[src/logic/dwt_consts.vh]
// constants and register map of the dual width timer
// Overview of operation
// - select 0 stops, 1 direct, 2..5 divided
// - select 6 falling, 7 rising pin edges
// - pin counts even when driven as output
// - sync hold keeps divider reset asserted
// - clearing sync hold releases all together
// - divider reset self clears unless hold
// - 8-bit registers, 16-bit joins B:A
// - four sources: overflow, A, B, capture
// - every source has flag and mask
// - increment per tick, wrap after top
// - processor count write beats counting
// - count readable and writable anytime
// - bottom zero, max FF or FFFF
// - top is max or compare value
// - width and waveform bits pick mode
// - capture modes use max, overflow at max
// - overflow set as count wraps from max to zero
// - overflow flag cleared when serviced
// - ctc clears after matching top
// - pin synchronised then edge detected
// - divider runs freely regardless of select
`ifndef DWT_CONSTS_VH
`define DWT_CONSTS_VH
// register byte addresses
`define DWT_ADDR_CTRL_A   8'h00
`define DWT_ADDR_CTRL_B   8'h04
`define DWT_ADDR_CNT_LO   8'h08
`define DWT_ADDR_CNT_HI   8'h0C
`define DWT_ADDR_CMP_A    8'h10
`define DWT_ADDR_CMP_B    8'h14
`define DWT_ADDR_FLAGS    8'h18
`define DWT_ADDR_MASK     8'h1C
`define DWT_ADDR_GENERAL  8'h20
// control a fields
`define DWT_WGM_BIT       0
`define DWT_WIDTH_BIT     1
`define DWT_CAPEN_BIT     2
// general control fields
`define DWT_HOLD_BIT      7
`define DWT_DIVRST_BIT    0
// flag and mask bit positions
`define DWT_OVF_BIT       0
`define DWT_MATCHA_BIT    1
`define DWT_MATCHB_BIT    2
`define DWT_CAPT_BIT      3
// tick source select codes
`define DWT_SEL_STOP      3'h0
`define DWT_SEL_DIRECT    3'h1
`define DWT_SEL_DIV8      3'h2
`define DWT_SEL_DIV64     3'h3
`define DWT_SEL_DIV256    3'h4
`define DWT_SEL_DIV1024   3'h5
`define DWT_SEL_PIN_FALL  3'h6
`define DWT_SEL_PIN_RISE  3'h7
// count limits
`define DWT_BOTTOM        16'h0000
`define DWT_MAX8          16'h00FF
`define DWT_MAX16         16'hFFFF
// reset values
`define DWT_RST_BYTE      8'h00
`define DWT_RST_CNT       16'h0000
`endif

[src/logic/dwt_divider.v]
// free-running shared divider producing tap enables
`timescale 1ns/100ps
`default_nettype none
module dwt_divider
(
  // clock and reset
  input  wire       pclk,
  input  wire       presetn,
  // divider reset request
  input  wire       divider_reset,
  // one-cycle tap enables
  output wire       tap8,
  output wire       tap64,
  output wire       tap256,
  output wire       tap1024
);
  reg [9:0] div_cnt; // free-running divider count

  // runs regardless of tick source select
  always @(posedge pclk or negedge presetn)
  begin
    if (!presetn)
      div_cnt <= 10'h000;
    else if (divider_reset)
      div_cnt <= 10'h000;
    else
      div_cnt <= div_cnt + 10'h001;
  end

  // a tap pulses when its low bits are all ones
  assign tap8    = ~divider_reset & (&div_cnt[2:0]);
  assign tap64   = ~divider_reset & (&div_cnt[5:0]);
  assign tap256  = ~divider_reset & (&div_cnt[7:0]);
  assign tap1024 = ~divider_reset & (&div_cnt[9:0]);
endmodule
`default_nettype wire

[src/logic/dwt_pin_edge.v]
// external count pin synchroniser and edge detector
`timescale 1ns/100ps
`default_nettype none
module dwt_pin_edge
(
  // clock and reset
  input  wire pclk,
  input  wire presetn,
  // asynchronous pin level
  input  wire pin_in,
  // one-cycle edge pulses
  output wire rise,
  output wire fall
);
  reg sync1; // first stage, read only by sync2
  reg sync2; // synchronised level
  reg last;  // previous synchronised level

  // two-stage sync then one stage for edge
  always @(posedge pclk or negedge presetn)
  begin
    if (!presetn)
    begin
      sync1 <= 1'b0;
      sync2 <= 1'b0;
      last  <= 1'b0;
    end
    else
    begin
      sync1 <= pin_in;
      sync2 <= sync1;
      last  <= sync2;
    end
  end

  // edges of the synchronised level
  assign rise = sync2 & ~last;
  assign fall = ~sync2 & last;
endmodule
`default_nettype wire

[src/logic/dwt_timer.v]
// dual width timer with apb registers and shared divider
//
// The address map and the APB register port were chosen for this implementation.
`timescale 1ns/100ps
`default_nettype none
`include "dwt_consts.vh"
module dwt_timer
(
  // clock and reset
  input  wire        pclk,
  input  wire        presetn,
  // apb slave
  input  wire        psel,
  input  wire        penable,
  input  wire        pwrite,
  input  wire [7:0]  paddr,
  input  wire [31:0] pwdata,
  output reg  [31:0] prdata,
  output reg         pready,
  output reg         pslverr,
  // external count pin level
  input  wire        ext_count_pin,
  // capture trigger from same-clock logic
  input  wire        capture_event,
  // interrupt service acknowledges, one per source
  input  wire [3:0]  int_ack,
  // masked interrupt requests, one per source
  output reg  [3:0]  irq_req
);
  // software registers
  reg [2:0]  timer_control_a;   // waveform, width, capture
  reg [2:0]  tick_source_select; // timer_control_b
  reg        sync_hold_mode;    // general control bit 7
  reg        divider_reset;     // general control bit 0
  reg [15:0] count;             // count high and low byte
  reg [7:0]  compare_reg_a;     // compare low byte
  reg [7:0]  compare_reg_b;     // compare high byte
  reg [3:0]  timer_flag_reg;    // sticky event flags
  reg [3:0]  timer_mask_reg;    // per source enables

  // combinational next values
  reg [15:0] next_count;
  reg [3:0]  next_flags;
  reg        timer_tick;
  reg [31:0] next_rdata;
  reg        next_err;

  // decoded mode
  wire waveform_mode_bit;
  wire width_select;
  wire capture_mode_enable;
  wire ctc_mode;
  wire [15:0] max_val;
  wire [15:0] top_val;
  wire [15:0] cmp_word;
  wire at_max;
  wire at_top;
  wire match_a;
  wire match_b;

  // divider and pin edge outputs
  wire tap8;
  wire tap64;
  wire tap256;
  wire tap1024;
  wire pin_rise;
  wire pin_fall;

  // bus phases
  wire access;
  wire wr_en;
  wire [3:0] set_ev;
  wire [3:0] clr_ev;

  // shared free-running divider
  dwt_divider u_div
  (
    .pclk          (pclk),
    .presetn       (presetn),
    .divider_reset (divider_reset),
    .tap8          (tap8),
    .tap64         (tap64),
    .tap256        (tap256),
    .tap1024       (tap1024)
  );

  // pin edges; the pin level is sampled whatever its
  // direction, so software driving it also counts
  dwt_pin_edge u_pin
  (
    .pclk    (pclk),
    .presetn (presetn),
    .pin_in  (ext_count_pin),
    .rise    (pin_rise),
    .fall    (pin_fall)
  );

  // mode fields
  assign waveform_mode_bit   = timer_control_a[`DWT_WGM_BIT];
  assign width_select        = timer_control_a[`DWT_WIDTH_BIT];
  assign capture_mode_enable = timer_control_a[`DWT_CAPEN_BIT];

  // ctc only without capture
  assign ctc_mode = waveform_mode_bit & ~capture_mode_enable;

  // max depends on width
  assign max_val = width_select ? `DWT_MAX16 : `DWT_MAX8;

  // compare word: b high, a low in wide mode
  assign cmp_word = width_select ?
                    {compare_reg_b, compare_reg_a} :
                    {8'h00, compare_reg_a};

  // top is compare in ctc, else max
  assign top_val = ctc_mode ? cmp_word : max_val;

  // limit and match detection
  assign at_max  = (count == max_val);
  assign at_top  = (count == top_val);
  assign match_a = (count == cmp_word);
  assign match_b = ~width_select &
                   (count[7:0] == compare_reg_b);

  // apb phases: pready rises one cycle into access
  assign access = psel & penable;
  assign wr_en  = access & pready & pwrite;

  // tick selection as a one-cycle enable
  always @*
  begin
    case (tick_source_select)
      `DWT_SEL_STOP:
        timer_tick = 1'b0;
      `DWT_SEL_DIRECT:
        timer_tick = ~divider_reset;
      `DWT_SEL_DIV8:
        timer_tick = tap8;
      `DWT_SEL_DIV64:
        timer_tick = tap64;
      `DWT_SEL_DIV256:
        timer_tick = tap256;
      `DWT_SEL_DIV1024:
        timer_tick = tap1024;
      `DWT_SEL_PIN_FALL:
        timer_tick = pin_fall;
      `DWT_SEL_PIN_RISE:
        timer_tick = pin_rise;
      default:
        timer_tick = 1'b0;
    endcase
  end

  // counter next value
  always @*
  begin
    next_count = count; // hold without tick
    if (timer_tick)
    begin
      // wrap past max, clear after ctc top
      if (at_max || at_top)
        next_count = `DWT_BOTTOM;
      else
        next_count = (count + 16'h0001) & max_val;
    end
    // processor write wins over counting
    if (wr_en && paddr == `DWT_ADDR_CNT_LO)
      next_count[7:0] = pwdata[7:0];
    if (wr_en && paddr == `DWT_ADDR_CNT_HI)
      next_count[15:8] = pwdata[7:0];
  end

  // counter register
  always @(posedge pclk or negedge presetn)
  begin
    if (!presetn)
      count <= `DWT_RST_CNT;
    else
      count <= next_count;
  end

  // event sources
  assign set_ev[`DWT_OVF_BIT]    = timer_tick & at_max;
  assign set_ev[`DWT_MATCHA_BIT] = timer_tick & match_a &
                                   ~capture_mode_enable;
  assign set_ev[`DWT_MATCHB_BIT] = timer_tick & match_b;
  assign set_ev[`DWT_CAPT_BIT]   = capture_event &
                                   capture_mode_enable;

  // clear by writing one, or by service acknowledge
  assign clr_ev = int_ack |
                  ((wr_en && paddr == `DWT_ADDR_FLAGS) ?
                   pwdata[3:0] : 4'h0);

  // per flag: set wins over clear
  genvar fi;
  generate
    for (fi = 0; fi < 4; fi = fi + 1)
    begin : g_flag
      always @*
      begin
        if (set_ev[fi])
          next_flags[fi] = 1'b1;
        else if (clr_ev[fi])
          next_flags[fi] = 1'b0;
        else
          next_flags[fi] = timer_flag_reg[fi];
      end
    end
  endgenerate

  // flags and masked requests
  always @(posedge pclk or negedge presetn)
  begin
    if (!presetn)
    begin
      timer_flag_reg <= 4'h0;
      irq_req        <= 4'h0;
    end
    else
    begin
      timer_flag_reg <= next_flags;
      irq_req        <= next_flags & timer_mask_reg;
    end
  end

  // software control registers
  always @(posedge pclk or negedge presetn)
  begin
    if (!presetn)
    begin
      timer_control_a    <= 3'h0;
      tick_source_select <= `DWT_SEL_STOP;
      timer_mask_reg     <= 4'h0;
    end
    else if (wr_en)
    begin
      case (paddr)
        `DWT_ADDR_CTRL_A:
          timer_control_a <= pwdata[2:0];
        `DWT_ADDR_CTRL_B:
          tick_source_select <= pwdata[2:0];
        `DWT_ADDR_MASK:
          timer_mask_reg <= pwdata[3:0];
        default:
          timer_mask_reg <= timer_mask_reg;
      endcase
    end
  end

  // compare registers; capture copies the count in
  always @(posedge pclk or negedge presetn)
  begin
    if (!presetn)
    begin
      compare_reg_a <= `DWT_RST_BYTE;
      compare_reg_b <= `DWT_RST_BYTE;
    end
    else if (set_ev[`DWT_CAPT_BIT])
    begin
      // capture takes the count; b only in wide mode
      compare_reg_a <= count[7:0];
      if (width_select)
        compare_reg_b <= count[15:8];
    end
    else if (wr_en)
    begin
      // immediate update, no double buffering
      if (paddr == `DWT_ADDR_CMP_A)
        compare_reg_a <= pwdata[7:0];
      if (paddr == `DWT_ADDR_CMP_B)
        compare_reg_b <= pwdata[7:0];
    end
  end

  // sync hold and divider reset
  always @(posedge pclk or negedge presetn)
  begin
    if (!presetn)
    begin
      sync_hold_mode <= 1'b0;
      divider_reset  <= 1'b0;
    end
    else if (wr_en && paddr == `DWT_ADDR_GENERAL)
    begin
      sync_hold_mode <= pwdata[`DWT_HOLD_BIT];
      // hold off drops the reset
      divider_reset  <= pwdata[`DWT_DIVRST_BIT] &
                        pwdata[`DWT_HOLD_BIT] |
                        pwdata[`DWT_DIVRST_BIT] &
                        ~sync_hold_mode;
    end
    else if (!sync_hold_mode)
      divider_reset <= 1'b0;
    else
      divider_reset <= divider_reset;
  end

  // read mux and unmapped address check
  always @*
  begin
    next_rdata = 32'h00000000;
    next_err   = 1'b0;
    case (paddr)
      `DWT_ADDR_CTRL_A:
        next_rdata[2:0] = timer_control_a;
      `DWT_ADDR_CTRL_B:
        next_rdata[2:0] = tick_source_select;
      `DWT_ADDR_CNT_LO:
        next_rdata[7:0] = count[7:0];
      `DWT_ADDR_CNT_HI:
        next_rdata[7:0] = count[15:8];
      `DWT_ADDR_CMP_A:
        next_rdata[7:0] = compare_reg_a;
      `DWT_ADDR_CMP_B:
        next_rdata[7:0] = compare_reg_b;
      `DWT_ADDR_FLAGS:
        next_rdata[3:0] = timer_flag_reg;
      `DWT_ADDR_MASK:
        next_rdata[3:0] = timer_mask_reg;
      `DWT_ADDR_GENERAL:
      begin
        next_rdata[`DWT_HOLD_BIT]   = sync_hold_mode;
        next_rdata[`DWT_DIVRST_BIT] = divider_reset;
      end
      default:
        next_err = 1'b1;                        // unmapped
    endcase
  end

  // apb answer: one wait state, data held with pready
  always @(posedge pclk or negedge presetn)
  begin
    if (!presetn)
    begin
      pready  <= 1'b0;
      prdata  <= 32'h00000000;
      pslverr <= 1'b0;
    end
    else if (access && !pready)
    begin
      pready  <= 1'b1;
      prdata  <= pwrite ? 32'h00000000 : next_rdata;
      pslverr <= next_err;
    end
    else
    begin
      pready  <= 1'b0;
      prdata  <= 32'h00000000;
      pslverr <= 1'b0;
    end
  end
endmodule
`default_nettype wire

[config.mk]
export PLATFORM = sky130hd
export DESIGN_NAME = dwt_timer
export DESIGN_NICKNAME = d
export VERILOG_FILES = /design/src/logic/dwt_divider.v /design/src/logic/dwt_pin_edge.v /design/src/logic/dwt_timer.v
export VERILOG_INCLUDE_DIRS = /design/src /design/src/logic
export SDC_FILE = /design/constraint.sdc
export NUM_CORES = 1
export LEC_CHECK = 0
export ABC_AREA = 1
export BUFFER_PORTS_ARGS = -buffer_cell sky130_fd_sc_hd__buf_4
export CELL_PAD_IN_SITES_DETAIL_PLACEMENT = 1
export CELL_PAD_IN_SITES_GLOBAL_PLACEMENT = 2
export CORE_MARGIN = 1
export CORE_UTILIZATION = 34
export DETAILED_ROUTE_END_ITERATION = 8
export PLACE_DENSITY_LB_ADDON = 0.1
export SLEW_MARGIN = 40
export SYNTH_ARGS = -nofsm -noshare
export SYNTH_HDL_FRONTEND = slang
export SYNTH_SLANG_ARGS = --single-unit
[constraint.sdc]
create_clock -name pclk -period 3.1 [get_ports pclk]
set_clock_uncertainty 0.1 [all_clocks]
set_input_delay 0.31 -clock pclk [delete_from_list [all_inputs] [get_ports pclk]]
set_output_delay 0.31 -clock pclk [all_outputs]
set_load 0.02 [all_outputs]
; Yosys cells after proc, flatten, opt, wreduce, memory -nomap -nowiden
; Index checks and enable logic that the tools add are counted.
[word_totals]
reg_bits = 99
out_inout_bits = 38
[classes]
n_addsub = 2
n_eq_ne = 21
n_mux = 37
n_bitwise = 28
n_reduce_logical = 24
[op_table]
columns = op, n
row1 = two-way mux 8 bit, 11
row2 = two-way mux 16 bit, 5
row3 = equality test 16 bit, 3
row4 = "equality test 8 x 5 -> 1 bit, second input constant", 4
row5 = bitwise AND 1 bit, 18
row6 = "adder 16 x 1 -> 16 bit, second input constant", 1
row7 = bitwise AND 16 bit, 1
row8 = "equality test 8 x 4 -> 1 bit, second input constant", 2
row9 = one-hot mux 2 bit (8 select lines), 1
row10 = two-way mux 1 bit, 13
row11 = "equality test 3 bit, second input constant", 4
row12 = one-hot mux 3 bit (4 select lines), 1
row13 = "adder 10 x 1 -> 10 bit, second input constant", 1
row14 = two-way mux 10 bit, 1
row15 = AND reduction 10 bit, 1
row16 = nonzero test 2 bit, 5
row17 = one-hot mux 1 bit (9 select lines), 1
row18 = OR reduction 9 bit, 1
row19 = "equality test 8 x 3 -> 1 bit, second input constant", 1
row20 = "equality test 8 x 6 -> 1 bit, second input constant", 1
row21 = equality test 8 bit, 1
row22 = logical NOT 8 bit, 1
row23 = one-hot mux 1 bit (8 select lines), 1
row24 = AND reduction 2 bit, 4
row25 = other kinds (18), 29

; Logic depth before layout (Yosys ltp)
[depth]
ltp_word = 9
ltp_mapped = 15

; Modules after synthesis
; Synthesis repeated with hierarchy kept, for this count alone.
[unflattened]
cells_unflattened = 740
area_unflattened_um2 = 5201.2
[by_module_without_submodules]
columns = module, instances, cells_per_inst, area_each_um2
row1 = dwt_timer, 1, 666, 4594.4
row2 = dwt_divider, 1, 67, 516.7
row3 = dwt_pin_edge, 1, 7, 90.1

; Worst setup path before layout
; No wires, ideal clock.
[synth_timing]
kind = reg-to-reg
start = register tick_source_select[1]
end = register count[1]
setup_ns = 0.116
arrival_ns = 1.715
required_time_ns = 2.884
path_slack_ns = 1.168
path_stages_with_launch = 10
n_path_buf = 0
path_cell_list = dfrtp_1 inv_1 ha_1 inv_1 o211ai_1 nand2_2 nor2_2 inv_1 nand2_1 nand2_1
[synth_via]
elab_chain_len = 3
word_cells_on_any_way = 10
classes_between = eq/ne (7) / mux (1) / reduce/logical (2)
[synth_rtl]
columns = item, line_no
row1 = start: declaration, dwt_timer.v:32  ; reg [2:0] tick_source_select;
row2 = start signal: assignment, dwt_timer.v:232  ; tick_source_select <= `DWT_SEL_STOP;
row3 = start signal: assignment, dwt_timer.v:241  ; tick_source_select <= pwdata[2:0];
row4 = "equality test 3 bit, or another cell as far along", dwt_timer.v:131  ; case (tick_source_select)
row5 = one-hot mux 1 bit (8 select lines) *, dwt_timer.v:131
row6 = nonzero test 2 bit (no source line) *, --
row7 = end signal: assignment, dwt_timer.v:176  ; count <= `DWT_RST_CNT;
row8 = end signal: assignment, dwt_timer.v:178  ; count <= next_count;
row9 = end: declaration, dwt_timer.v:35  ; reg [15:0] count;
; Every way passes the cells marked *; elsewhere a longest branch is shown, timed or not.
; A chain may end at the register's enable or synchronous reset.

; Final worst setup path
[layout_timing]
start = register timer_control_a[1]
end = register count[1]
[layout_via]
elab_chain_len = 7
word_cells_on_any_way = 9
classes_between = eq/ne (2) / mux (6) / reduce/logical (1)
[layout_rtl]
columns = item, line_no
row1 = start: declaration, dwt_timer.v:31  ; reg [2:0] timer_control_a;
row2 = start signal: assignment, dwt_timer.v:239  ; timer_control_a <= pwdata[2:0];
row3 = "two-way mux 16 bit, on equally long branches", --
row4 = two-way mux 16 bit, dwt_timer.v:115  ; assign top_val = ctc_mode ? cmp_word : max_val;
row5 = equality test 16 bit, dwt_timer.v:119  ; assign at_top = (count == top_val);
row6 = logical OR 1 bit *, dwt_timer.v:160  ; if (at_max || at_top)
row7 = two-way mux 16 bit *, dwt_timer.v:160
row8 = two-way mux 16 bit *, dwt_timer.v:157  ; if (timer_tick)
row9 = two-way mux 8 bit *, dwt_timer.v:166  ; if (wr_en && paddr == `DWT_ADDR_CNT_LO)
; Every way passes the cells marked *; elsewhere a longest branch is shown, timed or not. The select of a mux whose other input is x is not followed.

==> metrics <==
status finished clean; fin util 39.2%; Clk Latency, worst-skew pair 0.35 ns; post-place instance area 5660 sq um; Final setup viols 0; Largest register FFs 16; critical path startpoint category register; clk sinks 75; Worst-Margin Slew 0.805 ns; H-tree depth 3; width of the die 127 microns; mux cell area share after synthesis 0%; crit path time final 2.41 ns; Power Dens Cells 386 nW/um^2; Required @ worst endpoint 3.25 ns; Reg clk slew, reported paths 0.06 ns; WP data arrival 2.55 ns; Max Slew Vio Count 0; IO buf count 40; Top Ports 89; final worst path period share 77.6%; vias in the first global route 5278; TNS Setup 0 ns; routed vias 5348; RSZ-0062 raised after global routing no; Final Cell Area 5960 sq um; initial core utilization 34.8%; core footprint 15200 sq um; root buf cell clkbuf_16; Routability Congestion 0.885; synthesized area per cell 6.70 sq um; drt wl/cell 18.6 microns; commonest non-fill, non-tap cell in the layout nand2_1; largest registers count x16, u_div.div_cnt x10; sequential share of the synthesized area 35.4%; CTS tree done; GR peak layer met2; fmax 0.416 GHz; kind of critical path reg -> reg; post-synthesis simple-gate area fraction 35.6%; Syn. warnings 0; Via density 5.24; share of layout cells above drive strength 1 11.5%; Syn-to-layout area delta 12.5%; post-route ant nets 0; Worst Hold Class in -> reg; n_diodes 0; final net count 884; Die Ht 127 microns; most frequent cells in the layout nand2_1 (258), inv_1 (100), dfrtp_1 (75), nor2_1 (57), nand3_1 (46); Critical Path Fanout Max 18; DR pass1 iterations 4; Post-Syn Area 5300 sq um; Synth Area in Compound Gates 12.7%; grt met1 use 34.2%; xor and xnor area share after synthesis 1.65%; Largest Register count; cell count after synthesis 791; largest family of logic cells by synthesized area simple AND/OR/NAND/NOR gates; WL final 19000 microns; final hold vios 0; Synth Area in Adders 1.18%; post-synth cell types 40; die footprint 16100 sq um; gr ovfl total 0; slew margin rel. 46.3%; Residual DRC 0; CTS Buffer Depth 2; hpwl dp 14800 microns; Leak 3.05 nW; maximum vdd drop 0.000256 V; Register-to-Register Path Depth 13; initial antenna violation count 0; count of max-cap constraint violations 0; DR iter-0 viols 266; CTS Buf Count 9; endpoint class of the critical path register; register bit total from synthesis 75; FP Rows 45; post-CTS setup repair buffer count 0; hold depth 4; first-pass GRT wire length 29800 microns; grt met3 use 2.95%; Overall Global Routing Usage 24.8%; met2 Use GR 39.5%; largest net degree at the start of global routing 76
## routing by layer
| layer | share of wire, % | up-vias | routed length [microns] |
|---|---|---|---|
| met1 | 48 | 2616 | 9080 |
| met4 | 2.6 | 0 | 488 |
| li1 | - | 2580 | - |
| met5 | 0 | - | 0 |
| met2 | 45 | 126 | 8620 |
| met3 | 4.1 | 26 | 776 |
## path summary, 6_finish.rpt
path / from / end / slack (ns)
max reg2reg: timer_control_a[1] / count[1] / 0.69
max: timer_control_a[1] / count[1] / 0.69
min: int_ack[3] / timer_flag_reg[3] / 0.12
min in group asynchronous: presetn / prdata[6] / 0.45
max in group asynchronous: presetn / count[15] / 1.94
min reg2reg: u_pin.sync1 / u_pin.sync2 / 0.26
## area by class of cell
type | instances | area [sq um]
inverters | 110 | 413
fillers | 1986 | 9240
repair buffers | 46 | 354
multi-input cells | 586 | 2800
clock inverters | 5 | 37.5
well taps | 188 | 235
clock buffers | 11 | 243
flip-flops and latches | 75 | 1880
## logic make-up (layout without fill, tap and decap cells)
logic type | count (synthesis) | count (layout)
AOI/OAI and AO/OA | 120 | 120
other | 1 | 24
adders and majority gates | 5 | 5
xor gates and xnor gates | 10 | 10
buffers and inverters | 153 | 172
DFF | 75 | 75
and+or+nand+nor | 427 | 427
## Yosys cell counts
cell type | count | share of area [%]
nand3_2 | 3 | 0.57
xnor2_1 | 1 | 0.17
o31ai_1 | 1 | 0.14
o221ai_1 | 1 | 0.17
buf_6 | 3 | 0.64
nor3_2 | 2 | 0.38
o21ai_1 | 6 | 0.57
nor2_8 | 1 | 0.38
nor3_4 | 1 | 0.31
nor3b_1 | 1 | 0.14
dfrtp_1 | 75 | 35
o22ai_1 | 15 | 1.8
inv_2 | 10 | 0.71
buf_4 | 27 | 3.8
a21oi_2 | 1 | 0.17
clkbuf_1 | 5 | 0.35
nand4_1 | 23 | 2.7
a31oi_1 | 4 | 0.47
nor2_4 | 3 | 0.64
o2111ai_1 | 1 | 0.17
nor2_2 | 7 | 0.83
nand3_1 | 46 | 4.3
a21oi_1 | 34 | 3.2
nand3b_1 | 3 | 0.43
buf_2 | 8 | 0.76
nand2_2 | 7 | 0.83
nor4b_1 | 1 | 0.17
o211ai_1 | 13 | 1.8
nor2_1 | 57 | 4.0
o21ai_2 | 1 | 0.17
inv_1 | 100 | 7.1
and3_1 | 1 | 0.12
xor2_1 | 9 | 1.5
nand2_1 | 258 | 18
nor3_1 | 9 | 0.85
o21ai_0 | 43 | 4.1
nand2_4 | 1 | 0.21
nor4_1 | 3 | 0.35
ha_1 | 5 | 1.2
conb_1 | 1 | 0.071
## stage by stage
stage | setup WS (ns) | hold WS, ns | total power, mW | instances
CTS | 0.705 | 0.105 | 2.33 | 1021
finish | 0.695 | 0.124 | 2.30 | 1021
global placement | 0.729 | 0.235 | 1.28 | 1003
floorplan | 1.17 | -0.0856 | 1.21 | 814
global route | 0.531 | 0.126 | 2.40 | 1021
detailed placement | 0.714 | 0.252 | 1.29 | 1003
## worst max-delay path, cell delays in order (launching register included)
cell and delay (ns):
dfrtp_1 0.86, nand2_1 0.25, nand2_1 0.15, nand2_1 0.06, nand2_1 0.05, nand2_1 0.08
nor2_1 0.13, nand2_1 0.07, nor2_1 0.15, nand2_1 0.13, nand3_1 0.09, nand2_1 0.06
nand2_1 0.06, nand2_1 0.04
## report_power, final
group	internal (mW)	switching (mW)	total, mW
combinational	0.0670	0.149	0.216
sequential	1.02	0.0379	1.06
clock	0.568	0.460	1.03
total	1.65	0.647	2.30
## timing repair
item | 4_1_cts | 5_1_grt
gates resized for setup | 0 | 0
hold buffers | 2 | 0
hold endpoints to repair | 76 | 0
No activity file was read; power rests on OpenSTA's default activity.
